[src/logic/rdb_pkg.sv]
/*
 package for the reset, dma configuration and area-filled register bank.
 assumes a 32-bit processor interface with word offsets as byte addresses.
*/
package rdb_pkg;
   // register byte offsets
   localparam logic [11:0] SOFTWARE_RESET_CONTROL_OFS = 12'h030c;
   localparam logic [11:0] DMA_CFG_OFS = 12'h0330;
   localparam logic [11:0] AREA_FILLED_OFS = 12'h0334;
   // software reset fields
   localparam int RST_ALL_BIT = 0;
   localparam int RST_CORE_BIT = 1;
   // dma configuration fields
   localparam int DMA_DIR_BIT = 0;
   localparam int DMA_RUN_BIT = 1;
   localparam int BURST_LO = 2;
   localparam int BURST_HI = 3;
   localparam int COUNT_LO = 8;
   localparam int COUNT_HI = 31;
   localparam int COUNT_W = 24;
   // area filled fields
   localparam int ASYNC_BIT = 0;
   localparam int INTR_BIT = 1;
   localparam int ISO_BIT = 2;
   localparam int AREA_W = 3;
   // reset values
   localparam logic [31:0] DMA_CFG_RST = 32'h0000_0000;
   localparam logic [2:0] AREA_RST = 3'h0;
   localparam logic [31:0] RDATA_RST = 32'h0000_0000;
   // bus widths in bytes per beat
   localparam logic [2:0] BYTES_16 = 3'h2;
   localparam logic [2:0] BYTES_32 = 3'h4;

   typedef enum logic [1:0] {
      BURST_SINGLE,
      BURST_4,
      BURST_8,
      BURST_16
   } rdb_burst_t;

   // beats per burst for a burst length selection
   function automatic logic [4:0] burst_beats(input logic [1:0] sel);
      case (rdb_burst_t'(sel))
         BURST_SINGLE: burst_beats = 5'h01;
         BURST_4: burst_beats = 5'h04;
         BURST_8: burst_beats = 5'h08;
         default: burst_beats = 5'h10;
      endcase
   endfunction

   function automatic logic [2:0] beat_bytes(input logic wide);
      beat_bytes = wide ? BYTES_32 : BYTES_16;
   endfunction
endpackage

[src/logic/rdb_dma_seq.sv]
/*
 slave dma sequencer: counts bytes and bursts against the acknowledge pin.
 assumes dma_ack_i is an asynchronous pin, active high, one pulse per beat.
*/
module rdb_dma_seq #(
   parameter int COUNT_W = 24
)(
   // clock and reset
   input wire logic clk_sys_i,
   input wire logic rst_n_i,
   // control
   input wire logic run_i,
   input wire logic [COUNT_W-1:0] count_i,
   input wire logic [1:0] burst_length_sel_i,
   input wire logic bus_wide_i,
   // pin side
   input wire logic dma_ack_i,
   output logic dma_req_o,
   // status
   output logic done_o,
   output logic [COUNT_W-1:0] remaining_o,
   output logic [15:0] bursts_o
);
   typedef enum logic [1:0] {S_IDLE, S_RUN, S_HOLD} rdb_seq_t;

   // the count field is at most 24 bits and the byte step needs 3 low bits
   if (COUNT_W < 4 || COUNT_W > 24)
   begin : g_bad_count
      $error("rdb_dma_seq: COUNT_W out of range");
   end

   rdb_seq_t state_reg, state_next;
   logic [2:0] ack_sync_reg;
   logic ack_level_reg, ack_level_next;
   logic [COUNT_W-1:0] rem_reg, rem_next;
   logic [4:0] beat_reg, beat_next;
   logic [15:0] burst_reg, burst_next;
   logic req_reg, req_next;
   logic done_reg, done_next;
   logic beat_seen;
   logic [COUNT_W-1:0] step;

   // third stage filters glitches: a change counts once two stages agree
   always_comb
   begin
      ack_level_next = ack_level_reg;
      if (ack_sync_reg[1] == ack_sync_reg[2])
         ack_level_next = ack_sync_reg[2];
   end

   assign beat_seen = ack_level_next & ~ack_level_reg;
   assign step = {{(COUNT_W-3){1'b0}}, rdb_pkg::beat_bytes(bus_wide_i)};

   always_comb
   begin
      state_next = state_reg;
      rem_next = rem_reg;
      beat_next = beat_reg;
      burst_next = burst_reg;
      req_next = req_reg;
      done_next = 1'b0;
      case (state_reg)
         S_IDLE:
         begin
            if (run_i && count_i != '0)
            begin
               state_next = S_RUN;
               rem_next = count_i;
               beat_next = '0;
               burst_next = '0;
               req_next = 1'b1;
            end
         end
         S_RUN:
         begin
            if (!run_i)
            begin
               state_next = S_HOLD;
               req_next = 1'b0;
            end
            else if (beat_seen)
            begin
               rem_next = (rem_reg > step) ? rem_reg - step : '0;
               beat_next = beat_reg + 5'h01;
               if (rem_next == '0 || beat_next ==
                   rdb_pkg::burst_beats(burst_length_sel_i))
               begin
                  burst_next = burst_reg + 16'h0001;
                  beat_next = '0;
               end
               if (rem_next == '0)
               begin
                  state_next = S_HOLD;
                  req_next = 1'b0;
                  done_next = 1'b1;
               end
            end
         end
         S_HOLD:
         begin
            // wait for run to drop before another start; hardware clears it on done
            if (!run_i)
               state_next = S_IDLE;
         end
         default:
            state_next = S_IDLE;
      endcase
   end

   always_ff @(posedge clk_sys_i or negedge rst_n_i)
   begin
      if (!rst_n_i)
      begin
         state_reg <= S_IDLE;
         ack_sync_reg <= 3'h0;
         ack_level_reg <= 1'b0;
         rem_reg <= '0;
         beat_reg <= 5'h00;
         burst_reg <= 16'h0000;
         req_reg <= 1'b0;
         done_reg <= 1'b0;
      end
      else
      begin
         state_reg <= state_next;
         ack_sync_reg <= {ack_sync_reg[1:0], dma_ack_i};
         ack_level_reg <= ack_level_next;
         rem_reg <= rem_next;
         beat_reg <= beat_next;
         burst_reg <= burst_next;
         req_reg <= req_next;
         done_reg <= done_next;
      end
   end

   assign dma_req_o = req_reg;
   assign done_o = done_reg;
   assign remaining_o = rem_reg;
   assign bursts_o = burst_reg;

   property p_stop_drops_req;
      @(posedge clk_sys_i) disable iff (!rst_n_i)
      (state_reg == S_RUN && !run_i) |=> !dma_req_o;
   endproperty
   a_stop_drops_req: assert property (p_stop_drops_req)
      else $error("request stays after run cleared");

   property p_start_loads;
      @(posedge clk_sys_i) disable iff (!rst_n_i)
      (state_reg == S_IDLE && run_i && count_i != '0)
      |=> (remaining_o == $past(count_i) && dma_req_o);
   endproperty
   a_start_loads: assert property (p_start_loads)
      else $error("start did not load byte count");

   property p_step_bytes;
      @(posedge clk_sys_i) disable iff (!rst_n_i)
      (state_reg == S_RUN && run_i && beat_seen && rem_reg > step)
      |=> remaining_o == $past(rem_reg) - $past(step);
   endproperty
   a_step_bytes: assert property (p_step_bytes)
      else $error("byte count step wrong for bus width");

   property p_burst_length_sel;
      @(posedge clk_sys_i) disable iff (!rst_n_i)
      (state_reg == S_RUN && run_i && beat_seen && rem_next != '0
       && beat_reg + 5'h01 == rdb_pkg::burst_beats(burst_length_sel_i))
      |=> (bursts_o == $past(burst_reg) + 16'h0001 && beat_reg == '0);
   endproperty
   a_burst_length_sel: assert property (p_burst_length_sel)
      else $error("burst not closed at selected length");

   c_done: cover property (@(posedge clk_sys_i) disable iff (!rst_n_i)
      done_o);
   c_abort: cover property (@(posedge clk_sys_i) disable iff (!rst_n_i)
      state_reg == S_RUN && !run_i);
endmodule // rdb_dma_seq

[src/logic/rdb_regs.sv]
/*
 software reset, dma configuration and area-filled registers with the
 slave dma sequencer. assumes a synchronous processor port on clk_sys_i
 where strobes are one-cycle pulses qualified by chip select.
*/
// Notes on behaviour
// core reset bit pulses a reset for host core registers below 300h only.
// full reset bit resets every register, including this bank.
// reserved bits have no function; software writes them as zero.
// dma configuration holds a 24-bit byte count in bits 31 to 8.
// burst count depends on 16 or 32 bit data bus width.
// burst select 00 single, 01 four, 10 eight, 11 sixteen beats.
// run bit starts the transfer; clearing it terminates it.
// direction bit 0 writes internal ram, 1 reads internal ram.
// software sets a filled flag when an area holds descriptors.
// a set flag lets the core walk valid, unskipped descriptor headers.
// filled flags may be written during initialisation and are accepted.
// flags iso bit 2, interrupt bit 1, async bit 0; zero skips area.
module rdb_regs #(
   parameter int COUNT_W = 24
)(
   // clock and reset
   input wire logic clk_sys_i,
   input wire logic rst_n_i,
   // processor register port
   input wire logic cpu_cs_i,
   input wire logic cpu_wr_i,
   input wire logic cpu_rd_i,
   input wire logic [11:0] cpu_addr_i,
   input wire logic [31:0] cpu_wdata_i,
   output logic [31:0] cpu_rdata_o,
   output logic cpu_rvalid_o,
   // configuration from the processor interface block
   input wire logic bus_wide_i,
   // reset requests
   output logic core_regs_reset_o,
   output logic all_regs_reset_o,
   // dma pins
   input wire logic dma_ack_i,
   output logic dma_req_o,
   output logic dma_to_ram_o,
   output logic dma_done_o,
   // scheduler side
   output logic async_area_filled_o,
   output logic intr_area_filled_o,
   output logic iso_area_filled_o
);
   if (COUNT_W != rdb_pkg::COUNT_W)
   begin : g_bad_count
      $error("rdb_regs: COUNT_W must match the count field");
   end

   logic wr_en, rd_en;
   logic [31:0] dma_cfg_reg, dma_cfg_next;
   logic [2:0] area_reg, area_next;
   logic core_rst_reg, core_rst_next;
   logic all_rst_reg, all_rst_next;
   logic [31:0] rdata_reg, rdata_next;
   logic rvalid_reg, rvalid_next;
   logic to_ram_reg, to_ram_next;
   logic seq_done;

   assign wr_en = cpu_cs_i & cpu_wr_i;
   assign rd_en = cpu_cs_i & cpu_rd_i;

   always_comb
   begin
      dma_cfg_next = dma_cfg_reg;
      area_next = area_reg;
      core_rst_next = 1'b0;
      all_rst_next = 1'b0;
      // hardware clears run when the count is exhausted
      if (seq_done)
         dma_cfg_next[rdb_pkg::DMA_RUN_BIT] = 1'b0;
      if (all_rst_reg)
      begin
         dma_cfg_next = rdb_pkg::DMA_CFG_RST;
         area_next = rdb_pkg::AREA_RST;
      end
      else if (wr_en)
      begin
         case (cpu_addr_i)
            rdb_pkg::SOFTWARE_RESET_CONTROL_OFS:
            begin
               // reset bits are pulses and read back as zero
               core_rst_next = cpu_wdata_i[rdb_pkg::RST_CORE_BIT];
               all_rst_next = cpu_wdata_i[rdb_pkg::RST_ALL_BIT];
            end
            rdb_pkg::DMA_CFG_OFS:
            begin
               // only defined fields are stored; reserved bits stay zero
               dma_cfg_next = {cpu_wdata_i[rdb_pkg::COUNT_HI:
                                           rdb_pkg::COUNT_LO],
                               4'h0,
                               cpu_wdata_i[rdb_pkg::BURST_HI:
                                           rdb_pkg::DMA_DIR_BIT]};
            end
            rdb_pkg::AREA_FILLED_OFS:
               // accepted at any time except while the full reset pulse is high, including before any dma use
               area_next = cpu_wdata_i[rdb_pkg::AREA_W-1:0];
            default:
            begin
            end
         endcase
      end
   end

   // direction is latched at start so a mid-transfer change cannot flip it
   always_comb
   begin
      to_ram_next = to_ram_reg;
      if (!dma_req_o)
         to_ram_next = ~dma_cfg_reg[rdb_pkg::DMA_DIR_BIT];
      if (all_rst_reg)
         to_ram_next = 1'b1;
   end

   always_comb
   begin
      rdata_next = rdata_reg;
      rvalid_next = rd_en;
      if (rd_en)
      begin
         case (cpu_addr_i)
            rdb_pkg::SOFTWARE_RESET_CONTROL_OFS:
               rdata_next = rdb_pkg::RDATA_RST;
            rdb_pkg::DMA_CFG_OFS:
               rdata_next = dma_cfg_reg;
            rdb_pkg::AREA_FILLED_OFS:
               rdata_next = {{(32-rdb_pkg::AREA_W){1'b0}}, area_reg};
            default:
               rdata_next = rdb_pkg::RDATA_RST;
         endcase
      end
   end

   always_ff @(posedge clk_sys_i or negedge rst_n_i)
   begin
      if (!rst_n_i)
      begin
         dma_cfg_reg <= rdb_pkg::DMA_CFG_RST;
         area_reg <= rdb_pkg::AREA_RST;
         core_rst_reg <= 1'b0;
         all_rst_reg <= 1'b0;
         rdata_reg <= rdb_pkg::RDATA_RST;
         rvalid_reg <= 1'b0;
         to_ram_reg <= 1'b1;
      end
      else
      begin
         dma_cfg_reg <= dma_cfg_next;
         area_reg <= area_next;
         core_rst_reg <= core_rst_next;
         all_rst_reg <= all_rst_next;
         rdata_reg <= rdata_next;
         rvalid_reg <= rvalid_next;
         to_ram_reg <= to_ram_next;
      end
   end

   rdb_dma_seq #(
      .COUNT_W(COUNT_W)
   ) u_seq (
      .clk_sys_i(clk_sys_i),
      .rst_n_i(rst_n_i),
      .run_i(dma_cfg_reg[rdb_pkg::DMA_RUN_BIT]),
      .count_i(dma_cfg_reg[rdb_pkg::COUNT_HI:rdb_pkg::COUNT_LO]),
      .burst_length_sel_i(dma_cfg_reg[rdb_pkg::BURST_HI:
                                      rdb_pkg::BURST_LO]),
      .bus_wide_i(bus_wide_i),
      .dma_ack_i(dma_ack_i),
      .dma_req_o(dma_req_o),
      .done_o(seq_done),
      .remaining_o(),
      .bursts_o()
   );

   assign cpu_rdata_o = rdata_reg;
   assign cpu_rvalid_o = rvalid_reg;
   // core reset covers only core registers, never this bank
   assign core_regs_reset_o = core_rst_reg;
   assign all_regs_reset_o = all_rst_reg;
   assign dma_to_ram_o = to_ram_reg;
   assign dma_done_o = seq_done;
   assign async_area_filled_o = area_reg[rdb_pkg::ASYNC_BIT];
   assign intr_area_filled_o = area_reg[rdb_pkg::INTR_BIT];
   assign iso_area_filled_o = area_reg[rdb_pkg::ISO_BIT];

   property p_core_rst_pulse;
      @(posedge clk_sys_i) disable iff (!rst_n_i)
      (wr_en && !all_rst_reg && cpu_addr_i == rdb_pkg::SOFTWARE_RESET_CONTROL_OFS
       && cpu_wdata_i[rdb_pkg::RST_CORE_BIT])
      |=> core_regs_reset_o ##1 !core_regs_reset_o;
   endproperty
   a_core_rst_pulse: assert property (p_core_rst_pulse)
      else $error("core reset pulse missing or too long");

   property p_core_rst_keeps;
      @(posedge clk_sys_i) disable iff (!rst_n_i)
      (core_regs_reset_o && !all_regs_reset_o)
      |=> $stable(area_reg);
   endproperty
   a_core_rst_keeps: assert property (p_core_rst_keeps)
      else $error("core reset disturbed bank registers");

   property p_all_rst;
      @(posedge clk_sys_i) disable iff (!rst_n_i)
      all_regs_reset_o |=> (dma_cfg_reg == rdb_pkg::DMA_CFG_RST
                            && area_reg == rdb_pkg::AREA_RST);
   endproperty
   a_all_rst: assert property (p_all_rst)
      else $error("full reset left a register set");

   property p_reserved_zero;
      @(posedge clk_sys_i) disable iff (!rst_n_i)
      ##1 (dma_cfg_reg[rdb_pkg::COUNT_LO-1:rdb_pkg::BURST_HI+1] == 4'h0);
   endproperty
   a_reserved_zero: assert property (p_reserved_zero)
      else $error("reserved dma bits stored");

   property p_area_write;
      @(posedge clk_sys_i) disable iff (!rst_n_i)
      (wr_en && cpu_addr_i == rdb_pkg::AREA_FILLED_OFS && !all_rst_reg)
      |=> ##1 (iso_area_filled_o ==
               $past(cpu_wdata_i[rdb_pkg::ISO_BIT], 2)
               && intr_area_filled_o ==
               $past(cpu_wdata_i[rdb_pkg::INTR_BIT], 2)
               && async_area_filled_o ==
               $past(cpu_wdata_i[rdb_pkg::ASYNC_BIT], 2));
   endproperty
   a_area_write: assert property (p_area_write)
      else $error("area flag not taken from write");

   property p_dir;
      @(posedge clk_sys_i) disable iff (!rst_n_i)
      (!dma_req_o && !all_rst_reg) |=> dma_to_ram_o ==
      !$past(dma_cfg_reg[rdb_pkg::DMA_DIR_BIT]);
   endproperty
   a_dir: assert property (p_dir)
      else $error("direction not following select bit");

   c_core_rst: cover property (@(posedge clk_sys_i) disable iff (!rst_n_i)
      core_regs_reset_o);
   c_all_areas: cover property (@(posedge clk_sys_i) disable iff (!rst_n_i)
      area_reg == 3'h7);
   c_dma_run: cover property (@(posedge clk_sys_i) disable iff (!rst_n_i)
      dma_req_o ##[1:50] dma_done_o);
endmodule // rdb_regs

[config.mk]
export PLATFORM = sky130hd
export DESIGN_NAME = rdb_regs
export DESIGN_NICKNAME = d
export VERILOG_FILES = /design/src/logic/rdb_pkg.sv /design/src/logic/rdb_dma_seq.sv /design/src/logic/rdb_regs.sv
export SDC_FILE = /design/constraint.sdc
export NUM_CORES = 1
export LEC_CHECK = 0
export BUFFER_PORTS_ARGS = -buffer_cell sky130_fd_sc_hd__buf_2
export CORE_ASPECT_RATIO = 1.5
export CORE_MARGIN = 3
export CORE_UTILIZATION = 55
export CTS_BUF_LIST = sky130_fd_sc_hd__clkbuf_8
export CTS_CLUSTER_SIZE = 28
export DETAILED_ROUTE_END_ITERATION = 12
export GPL_TIMING_DRIVEN = 0
export PLACE_DENSITY = 0.79
export SYNTH_ARGS = -nofsm -noshare
export SYNTH_HDL_FRONTEND = slang
export SYNTH_SLANG_ARGS = --single-unit
export TNS_END_PERCENT = 20
[constraint.sdc]
create_clock -name clk_sys_i -period 4.8 [get_ports clk_sys_i]
set_input_delay 0.72 -clock clk_sys_i [delete_from_list [all_inputs] [get_ports clk_sys_i]]
set_output_delay 0.72 -clock clk_sys_i [all_outputs]
set_load 0.01 [all_outputs]
==> results.md, run 1 <==
- Clock sinks: 96
- Avg WL per Cell: 19.5 um
- CP endpoint kind: register
- Rows: 41
- Mean Syn Cell Area: 9.62 um^2
- Final slew viol count: 0
- Final hold vios: 0
- Initial antenna violation count: 0
- Die X: 83.4 um
- Final Core Density: 67.1%
- Worst vdd ir: 0.265 mV
- I/O Buffers: 86
- Core Region: 8570 um^2
- Layout area overhead: 16.1%
- Cts bufs inserted: 9
- Setup tns final: 0 ns
- # placed instances: 708
- First-pass GRT wire length: 22900 um
- Crit start category: input port
- Layout Cells excl Fill: 724
- Critical path class: input port to register
- Antenna fix cells: 0
- DRC: 0
- Rel. slew slack: 47.6%
- Reg area: 2400 um^2
- Largest net degree at the start of global routing: 61
- Via count: 4488
- Final WS setup: 1.66 ns
- Iteration-0 DRC Markers: 436
- Skew final: 0.0104 ns
- Drt pass-1 iters: 5
- Hold_buf cts: 0
- Layout cells sized above 1: 24.0%
- Static Leak: 2.70 nW
- Most instantiated cells after synthesis: 95 x dfrtp_1, 77 x nand2_1, 48 x a21oi_1, 33 x a22o_1, 27 x nor2_1
- Gpl congestion: 0.997
- Largest family of logic cells by synthesized area: compound AO/OA/AOI/OAI gates
- Dominant cells by area after synthesis: dfrtp_1 48%, a22o_1 5.8%, nand2_1 5.8%
- Final ANT Viol Nets: 0
- CTS Buffer Depth: 2
- Minimum clock period: 3.14 ns
- CTS tree: done
- Post-CTS setup repair buffer count: 0
- Gr ovfl total: 0
- P per Cell Area: 396 nW/um^2
- Yosys top cell area share: 48.1%
- Adder-cell share of the synthesized area: 1.11%
- Post-synthesis compound-gate area fraction: 22.0%
- Num ports: 92
- Post-Synthesis Cells: 514
- EDFF count, synth: 0
- Max reg flops: 29
- Sequential-to-total area share from yosys stat: 48.6%
- Post-synth top area cell: dfrtp_1
- Die area: 10200 um^2
- Critical Path AT: 3.38 ns
- Simple-Gate Fraction of Synth Area: 21.0%
- Max Cap Viol: 0
- R2R setup slack: 1.75 ns
- H-tree depth: 3
- Dpl ws: 1.35 ns
- Skew-Pair Late Insertion Delay: 0.37 ns
- Critical Path Fanout Max: 8
- Final setup violation count: 0
- Vias in the first global route: 4576
- Global-route usage over all layers: 28.6%
- Fill count: 701
- Area occupied by multi-input gates: 2280 um^2
- Count leader, synth: dfrtp_1
- CTS Root Cell: clkbuf_8
- Distinct cells, synth: 66
- # nets final: 666
- Asr flop ratio synth: 100%
- Post-Synth XOR/XNOR Area: 0.708%
- Synth Warn #: 0
- Post-detail-place hpwl: 10800 um
- Starting Density: 57.7%
- Die height: 122 um
- Status: completed
- Drt total wl: 14100 um
- Primary FF master, synth: dfrtp_1
- Max Freq: 318 MHz
- Critical Path RT: 5.04 ns
- Hold Path Class: input port to async pin
- Mux share of post-synthesis cell area: 1.21%
- Unrepaired setup endpoints after global routing: no
- Syn nets: 568
- DR vias/cell: 6.20
- CTS clk-pin slew, worst paths: 0.10 ns
- Synth Cell Area: 4950 um^2
- Flops & latches, synth: 96
- Worst Tran Pin Value: 0.782 ns
- Fin crit share: 65.5%
- Post-CTS sizing: 0
[kinds of logic (layout without fill, tap and decap cells)]
family | after synthesis | after routing
AOI/OAI and AO/OA | 157 | 157
xor gates and xnor gates | 4 | 4
adders and majority gates | 4 | 4
buffers and inverters | 53 | 156
DFF | 96 | 96
muxes | 6 | 6
and+or+nand+nor | 194 | 194
[layout make-up]
| cell class | instances | area share [%] |
|---|---|---|
| Buffer | 38 | 3.64 |
| Sequential cell | 96 | 41.8 |
| Multi-Input combinational cell | 365 | 39.7 |
| Timing Repair Buffer | 87 | 8.01 |
| Clock inverter | 6 | 1.15 |
| Tap cell | 107 | 2.33 |
| Clock buffer | 10 | 2.40 |
| Inverter | 15 | 0.980 |
[layer usage]
layer  track usage (%)  part of all wire, %  vias up  wire, um
met1              33.8                   38     2155      5400
met3              5.89                  6.0       54       841
met2              49.7                   51      205      7240
met5                 0                    0        -         0
li1                  -                    -     2074         -
met4              14.0                  4.5        0       635
[per-stage QoR]
stage	hold WS [ns]	total power (W)	cell area [um^2]
6_report	0.312	0.00227	5750
5_1_grt	0.322	0.00239	5750
4_1_cts	0.322	0.00227	5750
3_5_place_dp	0.342	0.00173	5540
3_3_place_gp	0.333	0.00170	5510
2_1_floorplan	0.331	0.00152	4950
[path summary, 6_finish.rpt]
kind	end	start	depth (start not counted)
max reg2reg	u_seq.done_o$_DFF_PN0_	u_seq.remaining_o[1]$_DFFE_PN0P_	10
max in group asynchronous	dma_to_ram_o$_DFFE_PN1P_	rst_n_i	2
max	u_seq.done_o$_DFF_PN0_	bus_wide_i	11
min in group clk_sys_i	u_seq.ack_sync_reg[1]$_DFF_PN0_	u_seq.ack_sync_reg[0]$_DFF_PN0_	0
min	cpu_rdata_o[17]$_DFFE_PN0P_	rst_n_i	1
min reg2reg	u_seq.ack_sync_reg[1]$_DFF_PN0_	u_seq.ack_sync_reg[0]$_DFF_PN0_	0
[power breakdown]
part	internal [W]	total, W	switching [W]	leakage (nW)
Combinational	0.000280	0.000731	0.000451	1.31
Sequential	0.000890	0.00100	0.000110	1.28
Clock	0.000257	0.000541	0.000284	0.107
[placed cells by master, fill, tap and decap left out, types with 6 or more instances in the layout]
cell type / synthesis / layout
buf_4: 6 / 7
a22o_1: 33 / 33
clkbuf_1: 17 / 17
nor3_1: 16 / 16
nand2_1: 77 / 77
nand4_1: 9 / 9
o21ai_0: 20 / 20
nand2b_1: 6 / 6
a21oi_1: 48 / 48
inv_1: 14 / 14
o21ai_1: 13 / 13
nor2_1: 27 / 27
dfrtp_1: 95 / 95
buf_2: 11 / 96
o31ai_1: 8 / 8
mux2i_1: 6 / 6
nor4_1: 15 / 15
nand3_1: 6 / 6
or3_1: 7 / 7
clkbuf_8: 0 / 10
[worst max-delay path, cell delays in order]
cell	delay, ns
buf_2	0.11
inv_1	0.07
ha_1	0.20
fa_1	0.17
buf_2	0.19
or4b_4	0.54
a311oi_1	0.30
o21ai_0	0.13
a211oi_1	0.50
a21oi_1	0.15
a2111oi_2	0.29
Note: power is estimated with default switching activity, not from simulation.
==> inputs of run 2 (changes only) <==
Settings changed: ABC_AREA from default to 1.
Clock period 4.8 ns to 3.3 ns, I/O delays scaled along.
==> run 2 against run 1 <==
Final cell count is 18% higher. Hold slack worse by 0.30 ns. Sequential share of layout area is 1.1 points lower. Combinational power is 85% lower. Synthesized cell count is 25% higher. Non-clock buffer count is 8 lower. Via count is 8.9% higher. Largest cell class unchanged.
==> results.md, run 2 <==
- Global-route usage over all layers: 27.8%
- DRC: 0
- Flops & latches, synth: 96
- Largest net degree at the start of global routing: 75
- Mux share of post-synthesis cell area: 0%
- Worst vdd ir: 0.273 mV
- CP max stage delay: 0.38 ns
- Die height: 124 um
- Synth Warn #: 0
- Critical Path AT: 2.85 ns
- Hold Path Class: input port to async pin
- EDFF count, synth: 0
- Crit start category: register
- Crit path buf inv count: 1
- Max reg flops: 29
- Unrepaired setup endpoints after global routing: no
- Gpl congestion: 0.964
- Minimum clock period: 2.56 ns
- Metal3 WL: 729 um
- Sequential-to-total area share from yosys stat: 46.9%
- Max stage delay cell, worst path: nor2_1
- Critical Path Fanout Max: 5
- CP endpoint kind: register
- Post-detail-place hpwl: 11300 um
- Core Region: 8930 um^2
- Static Leak: 2.83 nW
- Layout area overhead: 15.2%
- CTS Buffer Depth: 2
- Post-synth top area cell: dfrtp_1
- Most instantiated cells after synthesis: 131 x nand2_1, 95 x dfrtp_1, 76 x inv_1, 63 x nor2_1, 57 x o21ai_0
- Rows: 42
- I/O Buffers: 87
- Setup tns final: 0 ns
- Count leader, synth: nand2_1
- Initial antenna violation count: 0
- Skew-Pair Late Insertion Delay: 0.37 ns
- Hold slack: 0.0143 ns
- Critical R2R Launch: u_seq.remaining_o[1]$_DFFE_PN0P_
- Largest family of logic cells by synthesized area: simple AND/OR/NAND/NOR gates
- DR vias/cell: 5.71
- Critical path class: register to register
- Max Freq: 390 MHz
- Fin crit share: 77.7%
- Layout cells sized above 1: 19.7%
- P per Cell Area: 339 nW/um^2
- Starting Density: 57.4%
- CTS Root Cell: clkbuf_8
- Drt pass-1 iters: 5
- Asr flop ratio synth: 100%
- Final slew viol count: 0
- Antenna fix cells: 0
- Final ANT Viol Nets: 0
- # nets final: 795
- Post-synthesis compound-gate area fraction: 14.7%
- Via count: 4889
- Distinct cells, synth: 42
- Most frequent cells in the layout: 131 x nand2_1, 95 x dfrtp_1, 90 x buf_2, 77 x inv_1, 63 x nor2_1
- Vias in the first global route: 4908
- Status: completed
- Hold_buf cts: 0
- CTS clk-pin slew, worst paths: 0.09 ns
- Post-Synthesis Cells: 642
- Simple-Gate Fraction of Synth Area: 27.4%
- Die X: 84.8 um
- Reg area: 2400 um^2
- Post-CTS setup repair buffer count: 0
- Post-Synth XOR/XNOR Area: 1.20%
- Critical Path RT: 3.59 ns
- Iteration-0 DRC Markers: 329
- CTS tree: done
- Rel. slew slack: 57.1%
- Adder-cell share of the synthesized area: 1.07%
- Synth Cell Area: 5120 um^2
- Worst Tran Pin Value: 0.641 ns
- WL met1: 5400 um
- Primary FF master, synth: dfrtp_1
- Skew final: 0.00895 ns
- Final setup violation count: 0
- Worst Setup SP: u_seq.remaining_o[1]$_DFFE_PN0P_
- H-tree depth: 3
- Gr ovfl total: 0
- Fill count: 794
- Post-CTS sizing: 0
- Num ports: 92
- Drt total wl: 14200 um
- Most used cell, CP: nor2_1
- DR top layer: met4
- Cts bufs inserted: 9
- Yosys top cell area share: 46.4%
- Avg WL per Cell: 16.6 um
- Most common cell after layout, fill and taps aside: nand2_1
- Mean Syn Cell Area: 7.98 um^2
- Area occupied by multi-input gates: 2280 um^2
- Final hold vios: 0
- Crit path cell chain: inv_1, ha_1, fa_1, nand3_2, nor2_1, xor2_1, or2_2, nand4_1, nor2_1, nand2_1, nor3_2
- Die area: 10500 um^2
- Crit path max-delay family: simple AND/OR/NAND/NOR gates
- Dominant cells by area after synthesis: dfrtp_1 46%, nand2_1 9.6%, o21ai_0 5.6%
- Clock sinks: 96
- Syn nets: 696
- First-pass GRT wire length: 23300 um
- DR WL met2: 7450 um
- Max Cap Viol: 0
## run 2: kinds of logic after synthesis
logic type	Yosys count
compound gates	122
flops	96
buf+inv	108
xor+xnor	7
fa+ha+maj	4
simple gates	305
## run 2: worst reg2reg max path: stages, from the launching register on
cell and delay (ns):
dfrtp_1 0.37, inv_1 0.09, ha_1 0.21, fa_1 0.24
nand3_2 0.22, nor2_1 0.38, xor2_1 0.34, or2_2 0.19
nand4_1 0.09, nor2_1 0.11, nand2_1 0.07, nor3_2 0.18
## run 2: area by class of cell
type | count | share of cell area (%)
Clock inverter | 6 | 0.615
Tap cell | 110 | 2.33
Sequential cell | 96 | 40.7
Timing Repair Buffer | 88 | 7.89
Inverter | 79 | 5.03
Multi-Input combinational cell | 438 | 38.6
Clock buffer | 10 | 2.33
Buffer | 29 | 2.50
## run 2: path summary, 6_finish.rpt
path / end / slack, ns / cells past startpoint
worst max register to register: u_seq.done_o$_DFF_PN0_ / 0.74 / 11
max in group asynchronous: dma_to_ram_o$_DFFE_PN1P_ / 2.59 / 2
worst min register to register: u_seq.ack_sync_reg[1]$_DFF_PN0_ / 0.37 / 0
worst max-delay path: u_seq.done_o$_DFF_PN0_ / 0.74 / 11
min in group clk_sys_i: u_seq.ack_sync_reg[0]$_DFF_PN0_ / 0.23 / 1
worst min-delay path: u_seq.remaining_o[6]$_DFFE_PN0P_ / 0.01 / 1
## run 2: per-layer routing
| layer | vias up | track usage (%) |
|---|---|---|
| li1 | 2324 | - |
| met2 | 198 | 48.7 |
| met1 | 2317 | 32.0 |
| met5 | - | 0 |
| met4 | 0 | 15.2 |
| met3 | 50 | 3.98 |
## run 2: power by group
group          internal (W)  switching [W]
combinational     0.0000381      0.0000678
sequential          0.00119     0.00000587
clock              0.000291       0.000411
## run 2: through the flow
stage                     cell area (um^2)  power, W  utilization, %  setup WS, ns  cells
after global placement                5700   0.00131            63.8         0.561    839
after global routing                  5900   0.00207            66.1         0.566    856
after CTS                             5900   0.00201            66.1         0.743    856
after detailed placement              5730   0.00132            64.1         0.498    840
after floorplan                       5120   0.00125               -          1.07    642
final                                 5900   0.00200            66.1         0.737    856
==> inputs of run 3 (changes only) <==
Settings changed: ABC_AREA 1 to 0, CORE_UTILIZATION 55 to 52, PLACE_DENSITY 0.79 to 0.78.
Clock period 3.3 ns to 2.3 ns, I/O delays scaled along.
==> run 3 against run 2 <==
First-iteration DRC count increased by 25%. Total power increased to 2.5 times the previous value. Clock power is 61% higher. Via count decreased by 5.2%. Global-route usage is 0.17 points lower. Flip-flop and latch count did not move. Largest cell class is now multi-input gates. The flow now finishes with violations (negative setup slack). Clock skew hardly changed. Largest power group unchanged. Hold slack better by 0.054 ns. Highest routed layer unchanged.
==> results.md, run 3 (synthesized netlist as in run 1, its figures left out) <==
- Final slew viol count: 0
- DRC: 0
- Hold slack: 0.0682 ns
- Crit path cell chain: inv_2, ha_4, fa_2, buf_6, nor4b_4, nand4_1, xnor2_2, a2111oi_4, a21oi_2, a2111oi_2
- Final ANT Viol Nets: 0
- Global-route usage over all layers: 27.6%
- Avg WL per Cell: 19.6 um
- Fin crit share: 110%
- Vias in the first global route: 4606
- Crit start category: register
- Max Freq: 394 MHz
- CP endpoint kind: register
- CTS Root Cell: clkbuf_8
- H-tree depth: 3
- Gr ovfl total: 0
- Max Cap Viol: 0
- Clock sinks: 96
- # nets final: 683
- Critical R2R Launch: u_seq.remaining_o[1]$_DFFE_PN0P_
- Die height: 125 um
- Critical Path AT: 2.80 ns
- DR vias/cell: 6.22
- Unrepaired setup endpoints after global routing: yes
- Final WS setup: -0.240 ns
- Antenna fix cells: 0
- CP max stage delay: 0.40 ns
- Most common cell after layout, fill and taps aside: buf_2
- Skew-Pair Late Insertion Delay: 0.37 ns
- Failing checks: negative setup slack
- CTS Buffer Depth: 2
- Final hold vios: 0
- Critical path class: register to register
- Die area: 10700 um^2
- Via count: 4634
- Layout cells sized above 1: 30.0%
- Largest net degree at the start of global routing: 50
- Drt pass-1 iters: 5
- Final Power: 0.00510 W
- Worst vdd ir: 0.553 mV
- Max reg flops: 29
- First-pass GRT wire length: 23300 um
- Rows: 43
- Status: complete, but fails checks
- Final setup violation count: 5
- Most frequent cells in the layout: 94 x buf_2, 93 x dfrtp_1, 77 x nand2_1, 47 x a21oi_1, 33 x a22o_1
- Hold Path Class: input port to register
- Post-detail-place hpwl: 10600 um
- Num ports: 92
- Initial antenna violation count: 0
- Critical Path Fanout Max: 6
- Die X: 85.6 um
- CTS clk-pin slew, worst paths: 0.09 ns
- CTS tree: done
- Skew final: 0.00889 ns
- P per Cell Area: 840 nW/um^2
- Final Core Density: 65.6%
- Static Leak: 2.83 nW
- Rel. slew slack: 57.9%
- Layout area overhead: 22.7%
- Hold_sp: dma_ack_i
- I/O Buffers: 86
- Cts bufs inserted: 9
- Drt total wl: 14600 um
- Core Region: 9250 um^2
- Starting Density: 53.5%
- Worst Setup SP: u_seq.remaining_o[1]$_DFFE_PN0P_
- Max stage delay cell, worst path: a2111oi_4
- Gpl congestion: 0.984
- Critical Path RT: 2.56 ns
- Worst Tran Pin Value: 0.632 ns
- Iteration-0 DRC Markers: 410
- Minimum clock period: 2.54 ns
-- run 3: layer usage --
metal / GRT usage, % / wire length [um]
met1: 32.8 / 5440
met2: 46.1 / 7490
met3: 5.41 / 809
met4: 15.7 / 854
met5: 0 / 0
-- run 3: layout make-up --
class	instances	area [um^2]
buffer	37	224
clock buffer	10	138
clock inverter	5	57.6
fill	763	3190
inverter	15	56.3
multi-input combinational	365	2440
sequential	96	2410
tap	112	140
timing repair buffer	105	611
-- run 3: what timing repair did --
| action | 4_1_cts | 5_1_grt |
|---|---|---|
| hold endpoints to repair | 2 | 0 |
| resized for setup | 16 | 24 |
| hold buffers | 1 | 0 |
| buffers inserted | 5 | 12 |
| endpoints found under the setup margin | 28 | 29 |
| pin swaps | 7 | 17 |
-- run 3: critical path: cells and delay by family (launching register included) --
family | cells | cell delay, ns
AOI/OAI and AO/OA | 3 | 0.74
and+or+nand+nor | 2 | 0.57
DFF | 1 | 0.38
adders and majority gates | 2 | 0.32
xor gates and xnor gates | 1 | 0.22
buffers and inverters | 2 | 0.18
-- run 3: final timing paths --
kind                            cells after the start  slack [ns]                               to
worst max-delay path                               10       -0.24           u_seq.done_o$_DFF_PN0_
worst min-delay path                                1        0.07  u_seq.ack_sync_reg[0]$_DFF_PN0_
worst max register to register                     10       -0.24           u_seq.done_o$_DFF_PN0_
worst min register to register                      0        0.37  u_seq.ack_sync_reg[1]$_DFF_PN0_
max in group asynchronous                           3        1.11         dma_cfg_reg[1]$_DFF_PN0_
min in group asynchronous                           2        0.52    u_seq.ack_level_reg$_DFF_PN0_
-- run 3: report_power, final --
| group | internal, W | total (W) | switching, W |
|---|---|---|---|
| Combinational | 0.000831 | 0.00184 | 0.00101 |
| Clock | 0.000527 | 0.00113 | 0.000603 |
| Sequential | 0.00186 | 0.00213 | 0.000270 |
| Total | 0.00322 | 0.00510 | 0.00188 |
-- run 3: stage by stage --
| step | area [um^2] | setup TNS (ns) | setup WS [ns] | cells |
|---|---|---|---|---|
| global placement | 5530 | -16.98 | -0.572 | 712 |
| finish | 6070 | -0.818 | -0.240 | 745 |
| CTS | 5860 | -2.40 | -0.368 | 733 |
| detailed placement | 5560 | -17.67 | -0.599 | 713 |
| floorplan | 4960 | 0 | 0.00527 | 514 |
| global route | 6070 | -2.34 | -0.363 | 745 |
